`src/hdl/ltc_pkg.sv`:
```
// ==========================================================================
// Local timing control constants
package ltc_pkg;

  // Register bus geometry
  localparam int          DATA_W        = 32;
  localparam int          ADDR_W        = 8;

  // Register byte offsets
  localparam logic [7:0]  OFS_CTRL      = 8'h00;
  localparam logic [7:0]  OFS_FGA_MODE  = 8'h04;
  localparam logic [7:0]  OFS_FGA_LEVEL = 8'h08;
  localparam logic [7:0]  OFS_FGB_MODE  = 8'h0C;
  localparam logic [7:0]  OFS_FGB_LEVEL = 8'h10;
  localparam logic [7:0]  OFS_FG_POS    = 8'h14;
  localparam logic [7:0]  OFS_STATUS    = 8'h18;

  // Control register fields
  localparam int          CTRL_MASTER   = 0;
  localparam int          CTRL_SEC_DRV  = 1;
  localparam int          CTRL_C2_DRV   = 2;
  localparam int          CTRL_RATE_LSB = 3;
  localparam int          CTRL_POL8     = 5;
  localparam int          CTRL_POL4     = 6;
  localparam int          CTRL_POL2     = 7;
  localparam int          CTRL_W        = 8;
  localparam logic [7:0]  CTRL_RST      = 8'h00;

  // Frame position register fields
  localparam int          POS_W         = 9;
  localparam int          POS_B_LSB     = 16;
  localparam logic [8:0]  POS_RST       = 9'h1FF;

  // Status register fields
  localparam int          STAT_FRAME    = 16;
  localparam int          STAT_LOCAL_CLOCK_4M     = 17;
  localparam int          STAT_SECONDARY_8K_REFERENCE    = 18;
  localparam int          STAT_MASTER   = 19;

  // Frame group geometry
  localparam int          FG_COUNT      = 12;
  localparam logic [23:0] FG_MODE_RST   = 24'h00_0000;
  localparam logic [11:0] FG_LEVEL_RST  = 12'hFFF;

  // Frame timebase: one frame is 2048 core cycles
  localparam int          FRAME_CNT_W   = 11;
  localparam int          SLOT_W        = 7;
  localparam int          CTL_SLOT_LSB  = 4;
  localparam logic [3:0]  CTL_PHASE0    = 4'h0;
  localparam logic [8:0]  FRAME_LOW_POS = 9'h1FF;
  localparam logic [10:0] SLAVE_ALIGN   = 11'h7FE;

  // Frame group output modes
  typedef enum logic [1:0] {
    FG_STATIC = 2'b00,
    FG_DRIVE  = 2'b01,
    FG_PULSE  = 2'b10,
    FG_RSVD   = 2'b11
  } ltc_fg_mode_t;

  // Local serial rates
  typedef enum logic [1:0] {
    RATE_2M = 2'b00,
    RATE_4M = 2'b01,
    RATE_8M = 2'b10,
    RATE_XX = 2'b11
  } ltc_rate_t;

  // Bit period masks on the frame counter per rate
  localparam logic [10:0] MASK_2M       = 11'h007;
  localparam logic [10:0] MASK_4M       = 11'h003;
  localparam logic [10:0] MASK_8M       = 11'h001;

endpackage : ltc_pkg

```
`src/hdl/ltc_tick_if.sv`:
```
`timescale 1ns/1ps
// ==========================================================================
// Control stream timing carrier
interface ltc_tick_if;
  logic                         ctl_tick;
  logic [ltc_pkg::SLOT_W-1:0]   ctl_slot;
  logic                         ctl_bit;
  modport src (output ctl_tick, output ctl_slot, input ctl_bit);
  modport ser (input ctl_tick, input ctl_slot, output ctl_bit);
endinterface : ltc_tick_if

```
`src/hdl/ltc_cstream.sv`:
```
`timescale 1ns/1ps
// ==========================================================================
// Control stream serializer
module ltc_cstream
  import ltc_pkg::*;
(
  // Clock and reset
  input  wire logic              clk,
  input  wire logic              rst,
  // Timing from the frame counter
  ltc_tick_if.ser                tk,
  // Connection memory control bit lookup
  output logic [SLOT_W-1:0]      cm_addr,
  input  wire logic              cm_bit
);

  logic [SLOT_W-1:0] addr_reg;
  logic              bit_reg;
  wire  [SLOT_W-1:0] addr_next = SLOT_W'(tk.ctl_slot + 1'b1);
  wire               bit_next  = tk.ctl_tick ? cm_bit : bit_reg;

  // Prefetch next slot address, launch bit on slot start
  always_ff @(posedge clk or posedge rst) begin
    if (rst) begin
      addr_reg <= '0;
      bit_reg  <= 1'b0;
    end else begin
      addr_reg <= addr_next;
      bit_reg  <= bit_next;
    end
  end

  assign cm_addr    = addr_reg;
  assign tk.ctl_bit = bit_reg;

  // ========================================================================
  // Checks
  chk_cs_bit: assert property (@(posedge clk) disable iff (rst)
    tk.ctl_tick |=> (tk.ctl_bit == $past(cm_bit)))
    else $error("control stream bit not taken from memory");

  chk_cs_hold: assert property (@(posedge clk) disable iff (rst)
    !tk.ctl_tick |=> $stable(tk.ctl_bit))
    else $error("control stream bit changed inside slot");

  cov_cs_one: cover property (@(posedge clk) disable iff (rst)
    tk.ctl_tick && cm_bit ##1 tk.ctl_bit);

endmodule : ltc_cstream

```
`src/hdl/ltc_top.sv`:
```
`timescale 1ns/1ps
// ==========================================================================
// Summary of operation
// Local streams run at 2, 4 or 8 Mb/s
// Control stream has a fixed bit rate
// Control bits come from connection memory
// Backplane 2 MHz clock floats unless selected
// Local frame matches backplane frame exactly as master; as slave it lags the received frame by 2 cycles
// Free-running 8 MHz local clock
// Local 4 MHz clock equals backplane 4 MHz; as slave it lags the received 4 MHz clock by 2 cycles
// Local 2 MHz clock equals backplane 2 MHz
// Local clock polarities are programmable
// Two independent groups of framing outputs
// Group A: level, stream drive, or pulse
// Group B: level, stream drive, or pulse
// Secondary 8k line is input or output
// 4 MHz line driven as master, received otherwise
// Frame line driven or received per mode
// Reset clears the control and mode registers, and sets levels and positions to all ones
// Group pulses share the frame counter
module ltc_top
  import ltc_pkg::*;
#(
  parameter int FG_WIDTH = FG_COUNT
) (
  // Clock and reset
  input  wire logic                CORE_CLK,
  input  wire logic                RST,
  // Register port
  input  wire logic [ADDR_W-1:0]   REG_ADDR,
  input  wire logic [DATA_W-1:0]   REG_WDATA,
  input  wire logic                REG_WR,
  input  wire logic                REG_RD,
  output logic      [DATA_W-1:0]   REG_RDATA,
  // Backplane frame line
  input  wire logic                BACKPLANE_FRAME_PULSE_N_I,
  output logic                     BACKPLANE_FRAME_PULSE_N_O,
  output logic                     BACKPLANE_FRAME_PULSE_N_OE,
  // Backplane clock lines
  input  wire logic                BACKPLANE_CLOCK_4M_I,
  output logic                     BACKPLANE_CLOCK_4M_O,
  output logic                     BACKPLANE_CLOCK_4M_OE,
  output logic                     BACKPLANE_CLOCK_2M_O,
  output logic                     BACKPLANE_CLOCK_2M_OE,
  // Secondary 8k line
  input  wire logic                SECONDARY_8K_REFERENCE_I,
  output logic                     SECONDARY_8K_REFERENCE_O,
  output logic                     SECONDARY_8K_REFERENCE_OE,
  output logic                     DPLL_REF_PULSE,
  // Local clocks and frame
  output logic                     LOCAL_CLOCK_8M,
  output logic                     LOCAL_CLOCK_4M,
  output logic                     LOCAL_CLOCK_2M,
  output logic                     LOCAL_FRAME_N,
  // Local serial streams
  output logic      [3:0]          LOCAL_SERIAL_OUT,
  input  wire logic [3:0]          LOCAL_SERIAL_IN,
  input  wire logic [3:0]          LOCAL_TX_BITS,
  output logic      [3:0]          LOCAL_RX_BITS,
  output logic                     LOCAL_BIT_STROBE,
  // Control stream
  output logic                     CONTROL_STREAM_OUT,
  output logic      [SLOT_W-1:0]   CM_SLOT_ADDR,
  input  wire logic                CM_CTRL_BIT,
  // Frame groups
  input  wire logic [FG_WIDTH-1:0] STREAM_OUT_DRIVE_EN,
  input  wire logic [FG_WIDTH-1:0] STREAM_IN_DRIVE_EN,
  output logic      [FG_WIDTH-1:0] FRAME_GROUP_A_OUT,
  output logic      [FG_WIDTH-1:0] FRAME_GROUP_B_OUT
);

  // Refuse group widths the register layout cannot hold
  if (FG_WIDTH < 1 || FG_WIDTH > FG_COUNT) begin : g_bad_width
    $error("FG_WIDTH out of range");
  end

  // ========================================================================
  // Register file
  logic [CTRL_W-1:0]     ctrl_reg;
  logic [2*FG_COUNT-1:0] fga_mode_reg;
  logic [2*FG_COUNT-1:0] fgb_mode_reg;
  logic [FG_COUNT-1:0]   fga_level_reg;
  logic [FG_COUNT-1:0]   fgb_level_reg;
  logic [POS_W-1:0]      fga_pos_reg;
  logic [POS_W-1:0]      fgb_pos_reg;
  logic [DATA_W-1:0]     rdata_reg;
  logic [DATA_W-1:0]     rdata_next;

  // Write decode
  wire wr_ctrl  = REG_WR && (REG_ADDR == OFS_CTRL);
  wire wr_fgam  = REG_WR && (REG_ADDR == OFS_FGA_MODE);
  wire wr_fgal  = REG_WR && (REG_ADDR == OFS_FGA_LEVEL);
  wire wr_fgbm  = REG_WR && (REG_ADDR == OFS_FGB_MODE);
  wire wr_fgbl  = REG_WR && (REG_ADDR == OFS_FGB_LEVEL);
  wire wr_pos   = REG_WR && (REG_ADDR == OFS_FG_POS);

  // Control fields
  wire       master_reg = ctrl_reg[CTRL_MASTER];
  wire       sec_drv    = ctrl_reg[CTRL_SEC_DRV];
  wire       c2_drv     = ctrl_reg[CTRL_C2_DRV];
  wire       pol8       = ctrl_reg[CTRL_POL8];
  wire       pol4       = ctrl_reg[CTRL_POL4];
  wire       pol2       = ctrl_reg[CTRL_POL2];
  ltc_rate_t rate_sel;
  assign rate_sel = ltc_rate_t'(ctrl_reg[CTRL_RATE_LSB +: 2]);

  // Register writes; reset restores every setting
  always_ff @(posedge CORE_CLK or posedge RST) begin
    if (RST) begin
      ctrl_reg      <= CTRL_RST;
      fga_mode_reg  <= FG_MODE_RST;
      fgb_mode_reg  <= FG_MODE_RST;
      fga_level_reg <= FG_LEVEL_RST;
      fgb_level_reg <= FG_LEVEL_RST;
      fga_pos_reg   <= POS_RST;
      fgb_pos_reg   <= POS_RST;
    end else begin
      if (wr_ctrl) ctrl_reg <= REG_WDATA[CTRL_W-1:0];
      if (wr_fgam) fga_mode_reg <= REG_WDATA[2*FG_COUNT-1:0];
      if (wr_fgal) fga_level_reg <= REG_WDATA[FG_COUNT-1:0];
      if (wr_fgbm) fgb_mode_reg <= REG_WDATA[2*FG_COUNT-1:0];
      if (wr_fgbl) fgb_level_reg <= REG_WDATA[FG_COUNT-1:0];
      if (wr_pos) begin
        fga_pos_reg <= REG_WDATA[POS_W-1:0];
        fgb_pos_reg <= REG_WDATA[POS_B_LSB +: POS_W];
      end
    end
  end

  // ========================================================================
  // Pin synchronisers
  logic [1:0] frame_sync;
  logic [1:0] local_clock_4m_sync;
  logic [1:0] sec_sync;
  logic [3:0] ser_sync0;
  logic [3:0] ser_sync1;
  logic       frame_d;
  logic       sec_d;

  // Two flops on each backplane and local serial input, then edge history
  always_ff @(posedge CORE_CLK or posedge RST) begin
    if (RST) begin
      frame_sync <= 2'h3;
      local_clock_4m_sync  <= 2'h0;
      sec_sync   <= 2'h3; // Idle high, no false edge after reset
      ser_sync0  <= 4'h0;
      ser_sync1  <= 4'h0;
      frame_d    <= 1'b1;
      sec_d      <= 1'b1;
    end else begin
      frame_sync <= {frame_sync[0], BACKPLANE_FRAME_PULSE_N_I};
      local_clock_4m_sync  <= {local_clock_4m_sync[0], BACKPLANE_CLOCK_4M_I};
      sec_sync   <= {sec_sync[0], SECONDARY_8K_REFERENCE_I};
      ser_sync0  <= LOCAL_SERIAL_IN;
      ser_sync1  <= ser_sync0;
      frame_d    <= frame_sync[1];
      sec_d      <= sec_sync[1];
    end
  end

  // Edge detection on synchronised levels
  wire frame_fell = frame_d && !frame_sync[1];
  wire sec_rose   = !sec_d && sec_sync[1];

  // ========================================================================
  // Frame counter
  logic [FRAME_CNT_W-1:0] cnt_reg;
  logic [FRAME_CNT_W-1:0] cnt_next;

  // Slave realigns to the received frame edge, master runs free
  assign cnt_next = (!master_reg && frame_fell) ? SLAVE_ALIGN
                  : FRAME_CNT_W'(cnt_reg + 1'b1);

  always_ff @(posedge CORE_CLK or posedge RST) begin
    if (RST) cnt_reg <= '0;
    else     cnt_reg <= cnt_next;
  end

  // Timing decode from the shared counter
  wire [8:0] cnt_q4     = cnt_reg[FRAME_CNT_W-1:2];
  wire       frame_low  = (cnt_q4 == FRAME_LOW_POS);
  wire       ctl_tick   = (cnt_reg[CTL_SLOT_LSB-1:0] == CTL_PHASE0);
  wire [10:0] rate_mask = (rate_sel == RATE_4M) ? MASK_4M
                        : (rate_sel == RATE_8M) ? MASK_8M : MASK_2M;
  wire       bit_tick   = ((cnt_reg & rate_mask) == '0);
  wire       pulse_a    = (cnt_q4 == fga_pos_reg);
  wire       pulse_b    = (cnt_q4 == fgb_pos_reg);

  // ========================================================================
  // Clock, frame and direction outputs
  logic local_clock_8m_reg;
  logic local_clock_4m_reg;
  logic local_clock_2m_reg;
  logic bclk4_reg;
  logic bclk2_reg;
  logic frame_n_reg;
  logic drive_reg;
  logic c2_oe_reg;
  logic sec_oe_reg;
  logic ref_reg;

  always_ff @(posedge CORE_CLK or posedge RST) begin
    if (RST) begin
      local_clock_8m_reg    <= 1'b0;
      local_clock_4m_reg    <= 1'b0;
      local_clock_2m_reg    <= 1'b0;
      bclk4_reg   <= 1'b0;
      bclk2_reg   <= 1'b0;
      frame_n_reg <= 1'b1;
      drive_reg   <= 1'b0;
      c2_oe_reg   <= 1'b0;
      sec_oe_reg  <= 1'b0;
      ref_reg     <= 1'b0;
    end else begin
      local_clock_8m_reg    <= cnt_reg[0] ^ pol8;
      local_clock_4m_reg    <= cnt_reg[1] ^ pol4;
      local_clock_2m_reg    <= cnt_reg[2] ^ pol2;
      bclk4_reg   <= cnt_reg[1];
      bclk2_reg   <= cnt_reg[2];
      frame_n_reg <= !frame_low;
      drive_reg   <= master_reg;
      c2_oe_reg   <= c2_drv;
      sec_oe_reg  <= sec_drv;
      ref_reg     <= sec_rose && !sec_drv;
    end
  end

  assign LOCAL_CLOCK_8M             = local_clock_8m_reg;
  assign LOCAL_CLOCK_4M             = local_clock_4m_reg;
  assign LOCAL_CLOCK_2M             = local_clock_2m_reg;
  assign LOCAL_FRAME_N              = frame_n_reg;
  assign BACKPLANE_CLOCK_4M_O       = bclk4_reg;
  assign BACKPLANE_CLOCK_4M_OE      = drive_reg;
  assign BACKPLANE_FRAME_PULSE_N_O  = frame_n_reg;
  assign BACKPLANE_FRAME_PULSE_N_OE = drive_reg;
  assign BACKPLANE_CLOCK_2M_O       = bclk2_reg;
  assign BACKPLANE_CLOCK_2M_OE      = c2_oe_reg;
  assign SECONDARY_8K_REFERENCE_O   = frame_n_reg;
  assign SECONDARY_8K_REFERENCE_OE  = sec_oe_reg;
  assign DPLL_REF_PULSE             = ref_reg;

  // ========================================================================
  // Local serial streams
  logic [3:0] ser_out_reg;
  logic [3:0] ser_in_reg;

  always_ff @(posedge CORE_CLK or posedge RST) begin
    if (RST) begin
      ser_out_reg <= 4'h0;
      ser_in_reg  <= 4'h0;
    end else if (bit_tick) begin
      ser_out_reg <= LOCAL_TX_BITS;
      ser_in_reg  <= ser_sync1;
    end
  end

  assign LOCAL_SERIAL_OUT = ser_out_reg;
  assign LOCAL_RX_BITS    = ser_in_reg;
  assign LOCAL_BIT_STROBE = bit_tick;

  // ========================================================================
  // Control stream
  ltc_tick_if tk_if ();
  assign tk_if.ctl_tick = ctl_tick;
  assign tk_if.ctl_slot = cnt_reg[FRAME_CNT_W-1:CTL_SLOT_LSB];

  ltc_cstream u_cstream (
    .clk     (CORE_CLK),
    .rst     (RST),
    .tk      (tk_if),
    .cm_addr (CM_SLOT_ADDR),
    .cm_bit  (CM_CTRL_BIT)
  );

  assign CONTROL_STREAM_OUT = tk_if.ctl_bit;

  // ========================================================================
  // Frame groups
  logic [FG_WIDTH-1:0] fga_next;
  logic [FG_WIDTH-1:0] fgb_next;
  logic [FG_WIDTH-1:0] fga_reg;
  logic [FG_WIDTH-1:0] fgb_reg;

  // Per output function select
  for (genvar i = 0; i < FG_WIDTH; i++) begin : g_fg
    wire [1:0] ma = fga_mode_reg[2*i +: 2];
    wire [1:0] mb = fgb_mode_reg[2*i +: 2];
    assign fga_next[i] = (ma == FG_STATIC) ? fga_level_reg[i]
                       : (ma == FG_DRIVE)  ? STREAM_OUT_DRIVE_EN[i]
                       : (ma == FG_PULSE)  ? !pulse_a : 1'b0;
    assign fgb_next[i] = (mb == FG_STATIC) ? fgb_level_reg[i]
                       : (mb == FG_DRIVE)  ? STREAM_IN_DRIVE_EN[i]
                       : (mb == FG_PULSE)  ? !pulse_b : 1'b0;
  end

  always_ff @(posedge CORE_CLK or posedge RST) begin
    if (RST) begin
      fga_reg <= FG_LEVEL_RST[FG_WIDTH-1:0];
      fgb_reg <= FG_LEVEL_RST[FG_WIDTH-1:0];
    end else begin
      fga_reg <= fga_next;
      fgb_reg <= fgb_next;
    end
  end

  assign FRAME_GROUP_A_OUT = fga_reg;
  assign FRAME_GROUP_B_OUT = fgb_reg;

  // ========================================================================
  // Read path
  wire [DATA_W-1:0] status_word = {12'h000, master_reg, sec_sync[1], local_clock_4m_sync[1],
                                   frame_sync[1], 5'h00, cnt_reg};
  wire [DATA_W-1:0] pos_word    = {7'h00, fgb_pos_reg, 7'h00, fga_pos_reg};

  always_comb begin
    unique case (REG_ADDR)
      OFS_CTRL:      rdata_next = DATA_W'(ctrl_reg);
      OFS_FGA_MODE:  rdata_next = DATA_W'(fga_mode_reg);
      OFS_FGA_LEVEL: rdata_next = DATA_W'(fga_level_reg);
      OFS_FGB_MODE:  rdata_next = DATA_W'(fgb_mode_reg);
      OFS_FGB_LEVEL: rdata_next = DATA_W'(fgb_level_reg);
      OFS_FG_POS:    rdata_next = pos_word;
      OFS_STATUS:    rdata_next = status_word;
      default:       rdata_next = '0;
    endcase
  end

  // Read data stands one cycle after the strobe only
  always_ff @(posedge CORE_CLK or posedge RST) begin
    if (RST)         rdata_reg <= '0;
    else if (REG_RD) rdata_reg <= rdata_next;
    else             rdata_reg <= '0;
  end

  assign REG_RDATA = rdata_reg;

  // ========================================================================
  // Checks
  logic pol8_q;
  logic pol4_q;
  logic pol2_q;

  always_ff @(posedge CORE_CLK or posedge RST) begin
    if (RST) begin
      pol8_q <= 1'b0;
      pol4_q <= 1'b0;
      pol2_q <= 1'b0;
    end else begin
      pol8_q <= pol8;
      pol4_q <= pol4;
      pol2_q <= pol2;
    end
  end

  chk_ctl_rate: assert property (@(posedge CORE_CLK) disable iff (RST || !master_reg)
    ctl_tick |-> ##1 !ctl_tick [*8] ##8 ctl_tick)
    else $error("control stream bit period wrong");

  chk_frame_low: assert property (@(posedge CORE_CLK) disable iff (RST || !master_reg)
    $fell(LOCAL_FRAME_N) |-> !LOCAL_FRAME_N [*4] ##1 LOCAL_FRAME_N)
    else $error("local frame pulse width wrong");

  chk_lrate_2m: assert property (@(posedge CORE_CLK)
    disable iff (RST || !master_reg || wr_ctrl)
    LOCAL_BIT_STROBE && rate_sel == RATE_2M |-> ##8 LOCAL_BIT_STROBE)
    else $error("local bit period wrong at lowest rate");

  chk_c2_hiz: assert property (@(posedge CORE_CLK) disable iff (RST)
    !c2_drv |=> !BACKPLANE_CLOCK_2M_OE)
    else $error("backplane 2M clock driven while not selected");

  chk_c4_dir: assert property (@(posedge CORE_CLK) disable iff (RST)
    BACKPLANE_CLOCK_4M_OE == $past(master_reg))
    else $error("backplane 4M clock direction wrong");

  chk_frame_dir: assert property (@(posedge CORE_CLK) disable iff (RST)
    !master_reg ##1 !master_reg |-> !BACKPLANE_FRAME_PULSE_N_OE)
    else $error("frame line driven in slave mode");

  chk_sec_dir: assert property (@(posedge CORE_CLK) disable iff (RST)
    DPLL_REF_PULSE |-> !SECONDARY_8K_REFERENCE_OE && !$past(sec_drv))
    else $error("secondary reference used while driven");

  chk_local_clock_8m_toggle: assert property (@(posedge CORE_CLK) disable iff (RST)
    master_reg && pol8 == pol8_q |=> LOCAL_CLOCK_8M != $past(LOCAL_CLOCK_8M))
    else $error("8M local clock failed to toggle");

  chk_local_clock_4m_match: assert property (@(posedge CORE_CLK) disable iff (RST)
    LOCAL_CLOCK_4M == (BACKPLANE_CLOCK_4M_O ^ pol4_q))
    else $error("4M local clock differs from backplane clock");

  chk_local_clock_2m_match: assert property (@(posedge CORE_CLK) disable iff (RST)
    LOCAL_CLOCK_2M == (BACKPLANE_CLOCK_2M_O ^ pol2_q))
    else $error("2M local clock differs from backplane clock");

  chk_fga_static: assert property (@(posedge CORE_CLK) disable iff (RST)
    fga_mode_reg[1:0] == FG_STATIC |=> FRAME_GROUP_A_OUT[0] == $past(fga_level_reg[0]))
    else $error("group A static level wrong");

  chk_fgb_drive: assert property (@(posedge CORE_CLK) disable iff (RST)
    fgb_mode_reg[1:0] == FG_DRIVE |=> FRAME_GROUP_B_OUT[0] == $past(STREAM_IN_DRIVE_EN[0]))
    else $error("group B drive enable wrong");

  chk_fg_pulse: assert property (@(posedge CORE_CLK) disable iff (RST)
    fga_mode_reg[1:0] == FG_PULSE && fga_pos_reg == FRAME_LOW_POS
      |=> FRAME_GROUP_A_OUT[0] == LOCAL_FRAME_N)
    else $error("group A pulse not aligned to frame");

  cov_master_frame: cover property (@(posedge CORE_CLK) disable iff (RST)
    master_reg && $fell(LOCAL_FRAME_N));

  cov_slave_align: cover property (@(posedge CORE_CLK) disable iff (RST)
    !master_reg && frame_fell);

  cov_fast_rate: cover property (@(posedge CORE_CLK) disable iff (RST)
    rate_sel == RATE_8M && LOCAL_BIT_STROBE ##2 LOCAL_BIT_STROBE);

endmodule : ltc_top

```
`config.mk`:
```
export PLATFORM = sky130hd
export DESIGN_NAME = ltc_top
export DESIGN_NICKNAME = d
export VERILOG_FILES = /design/src/hdl/ltc_pkg.sv /design/src/hdl/ltc_tick_if.sv /design/src/hdl/ltc_cstream.sv /design/src/hdl/ltc_top.sv
export SDC_FILE = /design/constraint.sdc
export NUM_CORES = 1
export LEC_CHECK = 0
export ABC_AREA = 1
export BUFFER_PORTS_ARGS = -buffer_cell sky130_fd_sc_hd__buf_2
export CAP_MARGIN = 20
export CELL_PAD_IN_SITES_DETAIL_PLACEMENT = 2
export CELL_PAD_IN_SITES_GLOBAL_PLACEMENT = 2
export CORE_MARGIN = 4
export CORE_UTILIZATION = 36
export DETAILED_ROUTE_END_ITERATION = 10
export PLACE_DENSITY_LB_ADDON = 0.1
export SLEW_MARGIN = 10
export SYNTH_ARGS = -nofsm -noshare
export SYNTH_HDL_FRONTEND = slang
export SYNTH_SLANG_ARGS = --single-unit
```
`constraint.sdc`:
```
create_clock -name CORE_CLK -period 15.1 [get_ports CORE_CLK]
set_input_delay 3.775 -clock CORE_CLK [delete_from_list [all_inputs] [get_ports CORE_CLK]]
set_output_delay 3.775 -clock CORE_CLK [all_outputs]
set_load 0.01 [all_outputs]
```
==> impl_metrics.toml, run 1 <==
[outcome]
status = "finished, final reports clean"

[setup_path]
worstPathCellList = "buf_2 -> inv_1 -> nand2_2 -> nor2_4 -> buf_4 -> nand3_2 -> buf_16 -> nand2_1 -> o21ai_0"
crit_buf_inv = 4
required_ns = 15.41
cp_slowest_cell = "nand3_2"
crit_path_max_incr_delay_ns = 0.69
endpoint_kind = "flop"
path_delay_family = "buffers and inverters"
worstSetupPathType = "primary input to flop"
cp_max_fo = 62
cp-start-kind = "primary input"
arrival_ns = 6.07

[power_and_ir_drop]
powerDensity_nw_per_um2 = 130
power.ir.vdd_worst_v = 0.0000612
leakagePower_nw = 5.54
finalPower_mw = 1.40

[detailed_routing]
wl_per_cell_um = 20.7
drt_iter0_markers = 464
drt-total-wl_um = 32000
vias_per_cell = 5.14
vias = 7946
drt_first_pass_iters = 5
drt.antenna.violating_nets = 0
drc = 0

[sta]
rsz0062_at_grt = "false"
setup_ws_ns = 9.34
worst_slew_pin_slew_ns = 0.948
fmax_mhz = 174
setup_viol_count_final = 0
fin_worst_skew_ns = 0.0163
setup_tns_ns = 0
hold_violations = 0
final_max_slew_viol_count = 0
slew_headroom = 0.368
fin_crit_sh = 0.381
min_period_ns = 5.76

[placement]
pre_cts_slack_ns = 8.88
dpl.hpwl_um = 22100
io_buffer_count = 151
dpl_cell_area_um2 = 10200
routabilityCongestion = 0.798

[logic_synthesis]
syn_area_per_cell_um2 = 8.63
ys_seq_area_frac = 0.551
netlist_area_um2 = 9250
yosysWarnings = 0
syn_inst = 1072
yosys.area.top_type = "dfrtp_1"
synth_cell_types = 38
ys_top_cells_by_area = "dfrtp_1, dfstp_2, nand2_1, nand3_1, inv_1"
synth-seq-cells = 200
synth_top_area_share = 0.344

[floorplanning]
io_pins = 166
coreArea_um2 = 25300
initial_core_util = 0.366
die_w_um = 168
die-area_um2 = 28300
die_y_um = 168
rows = 58

[global_routing]
grt_use_total = 0.229
grt_max_degree = 146
antenna_found_initial = 0
first_global_vias = 8643
grt_overflow = 0
grt_pass1_wl_um = 50000

[cells_and_area]
final_cell_mix = "nand2_1, buf_2, inv_1"
fin_nets = 1286
post-route-util = 0.427
largest_reg_flops = 25
layout_commonest_cell = "nand2_1"
syn_to_final_growth_pct = 16.7
antenna_cells = 0
stdcell_area_um2 = 10800
drive_gt1_frac = 0.247

[clocking]
cts_tree = "done"
clock_path_buffers = 2
ctsResizeCount = 0
insertion_delay_ns = 0.45
postCtsSetupRepairBufs = 0
postCtsHoldBufs = 0
cts-root-buf = "clkbuf_16"
cts_htree_levels = 4
cts_num_sinks = 200
cts_buffers = 17
path_clk_slew_ns = 0.08

[job]
drv_cap = 0

[min_path]
hold_class = "flop to flop"
[through the flow]
step                      std cells  hold slack (ns)
after floorplan                1078            0.331
after global placement         1511            0.332
after detailed placement       1512            0.338
after CTS                      1544            0.355
after global routing           1545            0.364
final                          1545            0.353
[where the power goes]
group,switching (mW),internal (mW)
Combinational,0.155,0.0911
Sequential,0.0624,0.609
Clock,0.229,0.253
[cell usage after synthesis, drive strengths merged]
cell and n:
buf 49, o2111ai 1, o21ai 129, o211a 1, and3 1, nand2 260, dfrtp 127, a31oi 1
dfstp 73, nor2 75, a21o 1, or2 4, a21oi 10, o31ai 24, o211ai 1, inv 149
xor2 9, clkbuf 5, ha 4, nor3 5, xnor2 7, clkinv 1, nand4 3, conb 1
nand3 130, nand3b 1
[cells by family after synthesis]
kind of cell | after synthesis | share of synthesized area
simple gates | 479 | 0.226
buf+inv | 204 | 0.101
flops | 200 | 0.551
compound gates | 168 | 0.101
xor+xnor | 16 | 0.0152
fa+ha+maj | 4 | 0.00541
other cells | 1 | 0.000405
[cell type report]
class / count / area (µm²)
fillers: 2912 / 14500
flip-flops and latches: 200 / 5100
multi-input cells: 674 / 3250
repair buffers: 159 / 856
inverters: 150 / 572
clock buffers: 18 / 429
well taps: 330 / 413
clock inverters: 14 / 181
[routing by layer]
layer,wire length (µm),share of wire,GRT usage,vias to the layer above
li1,-,-,-,3649
met2,15900,0.50,0.389,156
met4,481,0.015,0.0533,0
met3,1270,0.040,0.0420,30
met5,0,0,0,-
met1,14400,0.45,0.306,4111
[final timing paths]
| check | from | to | slack [ns] | cells after the start |
|---|---|---|---|---|
| setup reg to reg | cnt_reg[2]$_DFF_PP0_ | FRAME_GROUP_A_OUT[7]$_DFF_PP1_ | 12.99 | 6 |
| max in group asynchronous | RST | ctrl_reg[7]$_DFFE_PP0P_ | 10.14 | 4 |
| hold reg to reg | ser_sync0[0]$_DFF_PP0_ | ser_sync1[0]$_DFF_PP0_ | 0.35 | 0 |
| min in group asynchronous | RST | REG_RDATA[22]$_DFF_PP0_ | 3.33 | 2 |
| setup / recovery | REG_ADDR[6] | fga_mode_reg[1]$_DFFE_PP0P_ | 9.34 | 9 |
| hold / removal | ser_sync0[0]$_DFF_PP0_ | ser_sync1[0]$_DFF_PP0_ | 0.35 | 0 |
No activity file was read; power rests on OpenSTA's default activity.
==> inputs of run 2 (changes only) <==
Settings changed: CORE_UTILIZATION 36 to 30.
Clock period 15.1 ns to 4.8 ns, I/O delays scaled along.
==> impl_metrics.toml, run 2 (synthesis gave the netlist of run 1 again) <==
[outcome]
status = "finished, final reports clean"

[global_routing]
antenna_found_initial = 0
grt_overflow = 0
first_global_vias = 8465
grt_pass1_wl_um = 49700
grt_max_degree = 131
grt_use_total = 0.193

[floorplanning]
io_pins = 166
initial_core_util = 0.303
coreArea_um2 = 30500
die-area_um2 = 33700
rows = 64
die_w_um = 184
die_y_um = 184

[clocking]
cts_buffers = 17
cts-root-buf = "clkbuf_16"
postCtsHoldBufs = 0
path_clk_slew_ns = 0.07
postCtsSetupRepairBufs = 0
cts_num_sinks = 200
cts_htree_levels = 4
insertion_delay_ns = 0.45
clock_path_buffers = 2
ctsResizeCount = 0
cts_tree = "done"

[power_and_ir_drop]
power.ir.vdd_worst_v = 0.000234
powerDensity_nw_per_um2 = 404
leakagePower_nw = 5.53
finalPower_mw = 4.38

[detailed_routing]
vias_per_cell = 4.81
drt_first_pass_iters = 5
drt-total-wl_um = 31800
drc = 0
wl_per_cell_um = 19.7
drt.antenna.violating_nets = 0
drt_iter0_markers = 358
vias = 7756

[setup_path]
crit_path_max_incr_delay_ns = 0.38
required_ns = 3.60
arrival_ns = 1.84
cp_max_fo = 10
worstSetupPathType = "flop to output port"
cp_slowest_cell = "dfrtp_1"
endpoint_kind = "output port"
cp-start-kind = "flop"
crit_buf_inv = 2
worstPathCellList = "inv_1 -> ha_1 -> nand2_1 -> nand2_1 -> nor2_2 -> buf_2"
ff2ff_setup_slack_ns = 2.54
cp_common_cell = "nand2_1"
path_delay_family = "simple AND/OR/NAND/NOR gates"

[placement]
dpl.hpwl_um = 22600
routabilityCongestion = 0.797
io_buffer_count = 151

[sta]
fin_crit_sh = 0.634
hold_violations = 0
min_period_ns = 3.04
setup_viol_count_final = 0
final_max_slew_viol_count = 0
fin_worst_skew_ns = 0.0151
worst_slew_pin_slew_ns = 1.02
setup_tns_ns = 0
slew_headroom = 0.320
fmax_mhz = 329
rsz0062_at_grt = "false"

[cells_and_area]
layout_commonest_cell = "nand2_1"
final_cell_mix = "nand2_1, buf_2, inv_1"
largest_reg_flops = 25
fin_nets = 1286
antenna_cells = 0
syn_to_final_growth_pct = 17.2
drive_gt1_frac = 0.247

[job]
drv_cap = 0

[min_path]
hold_class = "flop to flop"
[run 2: routing by layer]
metal	GRT usage	vias to the layer above	routed length, µm
li1	-	3649	-
met1	0.274	3954	15400
met2	0.316	129	15000
met3	0.0255	24	964
met4	0.0393	0	396
met5	0	-	0
[run 2: stage by stage]
| step | util | setup slack (ns) | cell area, µm² | std cells | hold slack (ns) |
|---|---|---|---|---|---|
| after floorplan | - | 1.07 | 9280 | 1078 | 0.331 |
| after global placement | 0.336 | 1.54 | 10200 | 1579 | 0.332 |
| after detailed placement | 0.336 | 1.54 | 10200 | 1579 | 0.342 |
| after CTS | 0.355 | 1.69 | 10800 | 1611 | 0.360 |
| after global routing | 0.355 | 1.61 | 10800 | 1611 | 0.364 |
| final | 0.355 | 1.76 | 10800 | 1611 | 0.354 |
[run 2: path summary, 6_finish.rpt]
check                                        startpoint  cells after the start                              to
worst max-delay path            ctrl_reg[3]$_DFFE_PP0P_                      6                LOCAL_BIT_STROBE
worst min-delay path             ser_sync0[0]$_DFF_PP0_                      0          ser_sync1[0]$_DFF_PP0_
max in group asynchronous                           RST                      3     fga_mode_reg[2]$_DFFE_PP0P_
worst max register to register     cnt_reg[3]$_DFF_PP0_                      7  FRAME_GROUP_A_OUT[3]$_DFF_PP1_
min in group asynchronous                           RST                      3         REG_RDATA[21]$_DFF_PP0_
worst min register to register   ser_sync0[0]$_DFF_PP0_                      0          ser_sync1[0]$_DFF_PP0_
[run 2: cell type report]
cell class | count | area, µm²
clock inverter | 14 | 151
timing repair buffer | 159 | 841
multi-input combinational | 674 | 3240
tap | 396 | 495
inverter | 150 | 568
fill | 3506 | 19700
clock buffer | 18 | 450
sequential | 200 | 5100
[run 2: power by group]
part,switching (mW),internal (mW)
sequential,0.199,1.92
combinational,0.464,0.286
clock,0.740,0.774
total,1.40,2.98
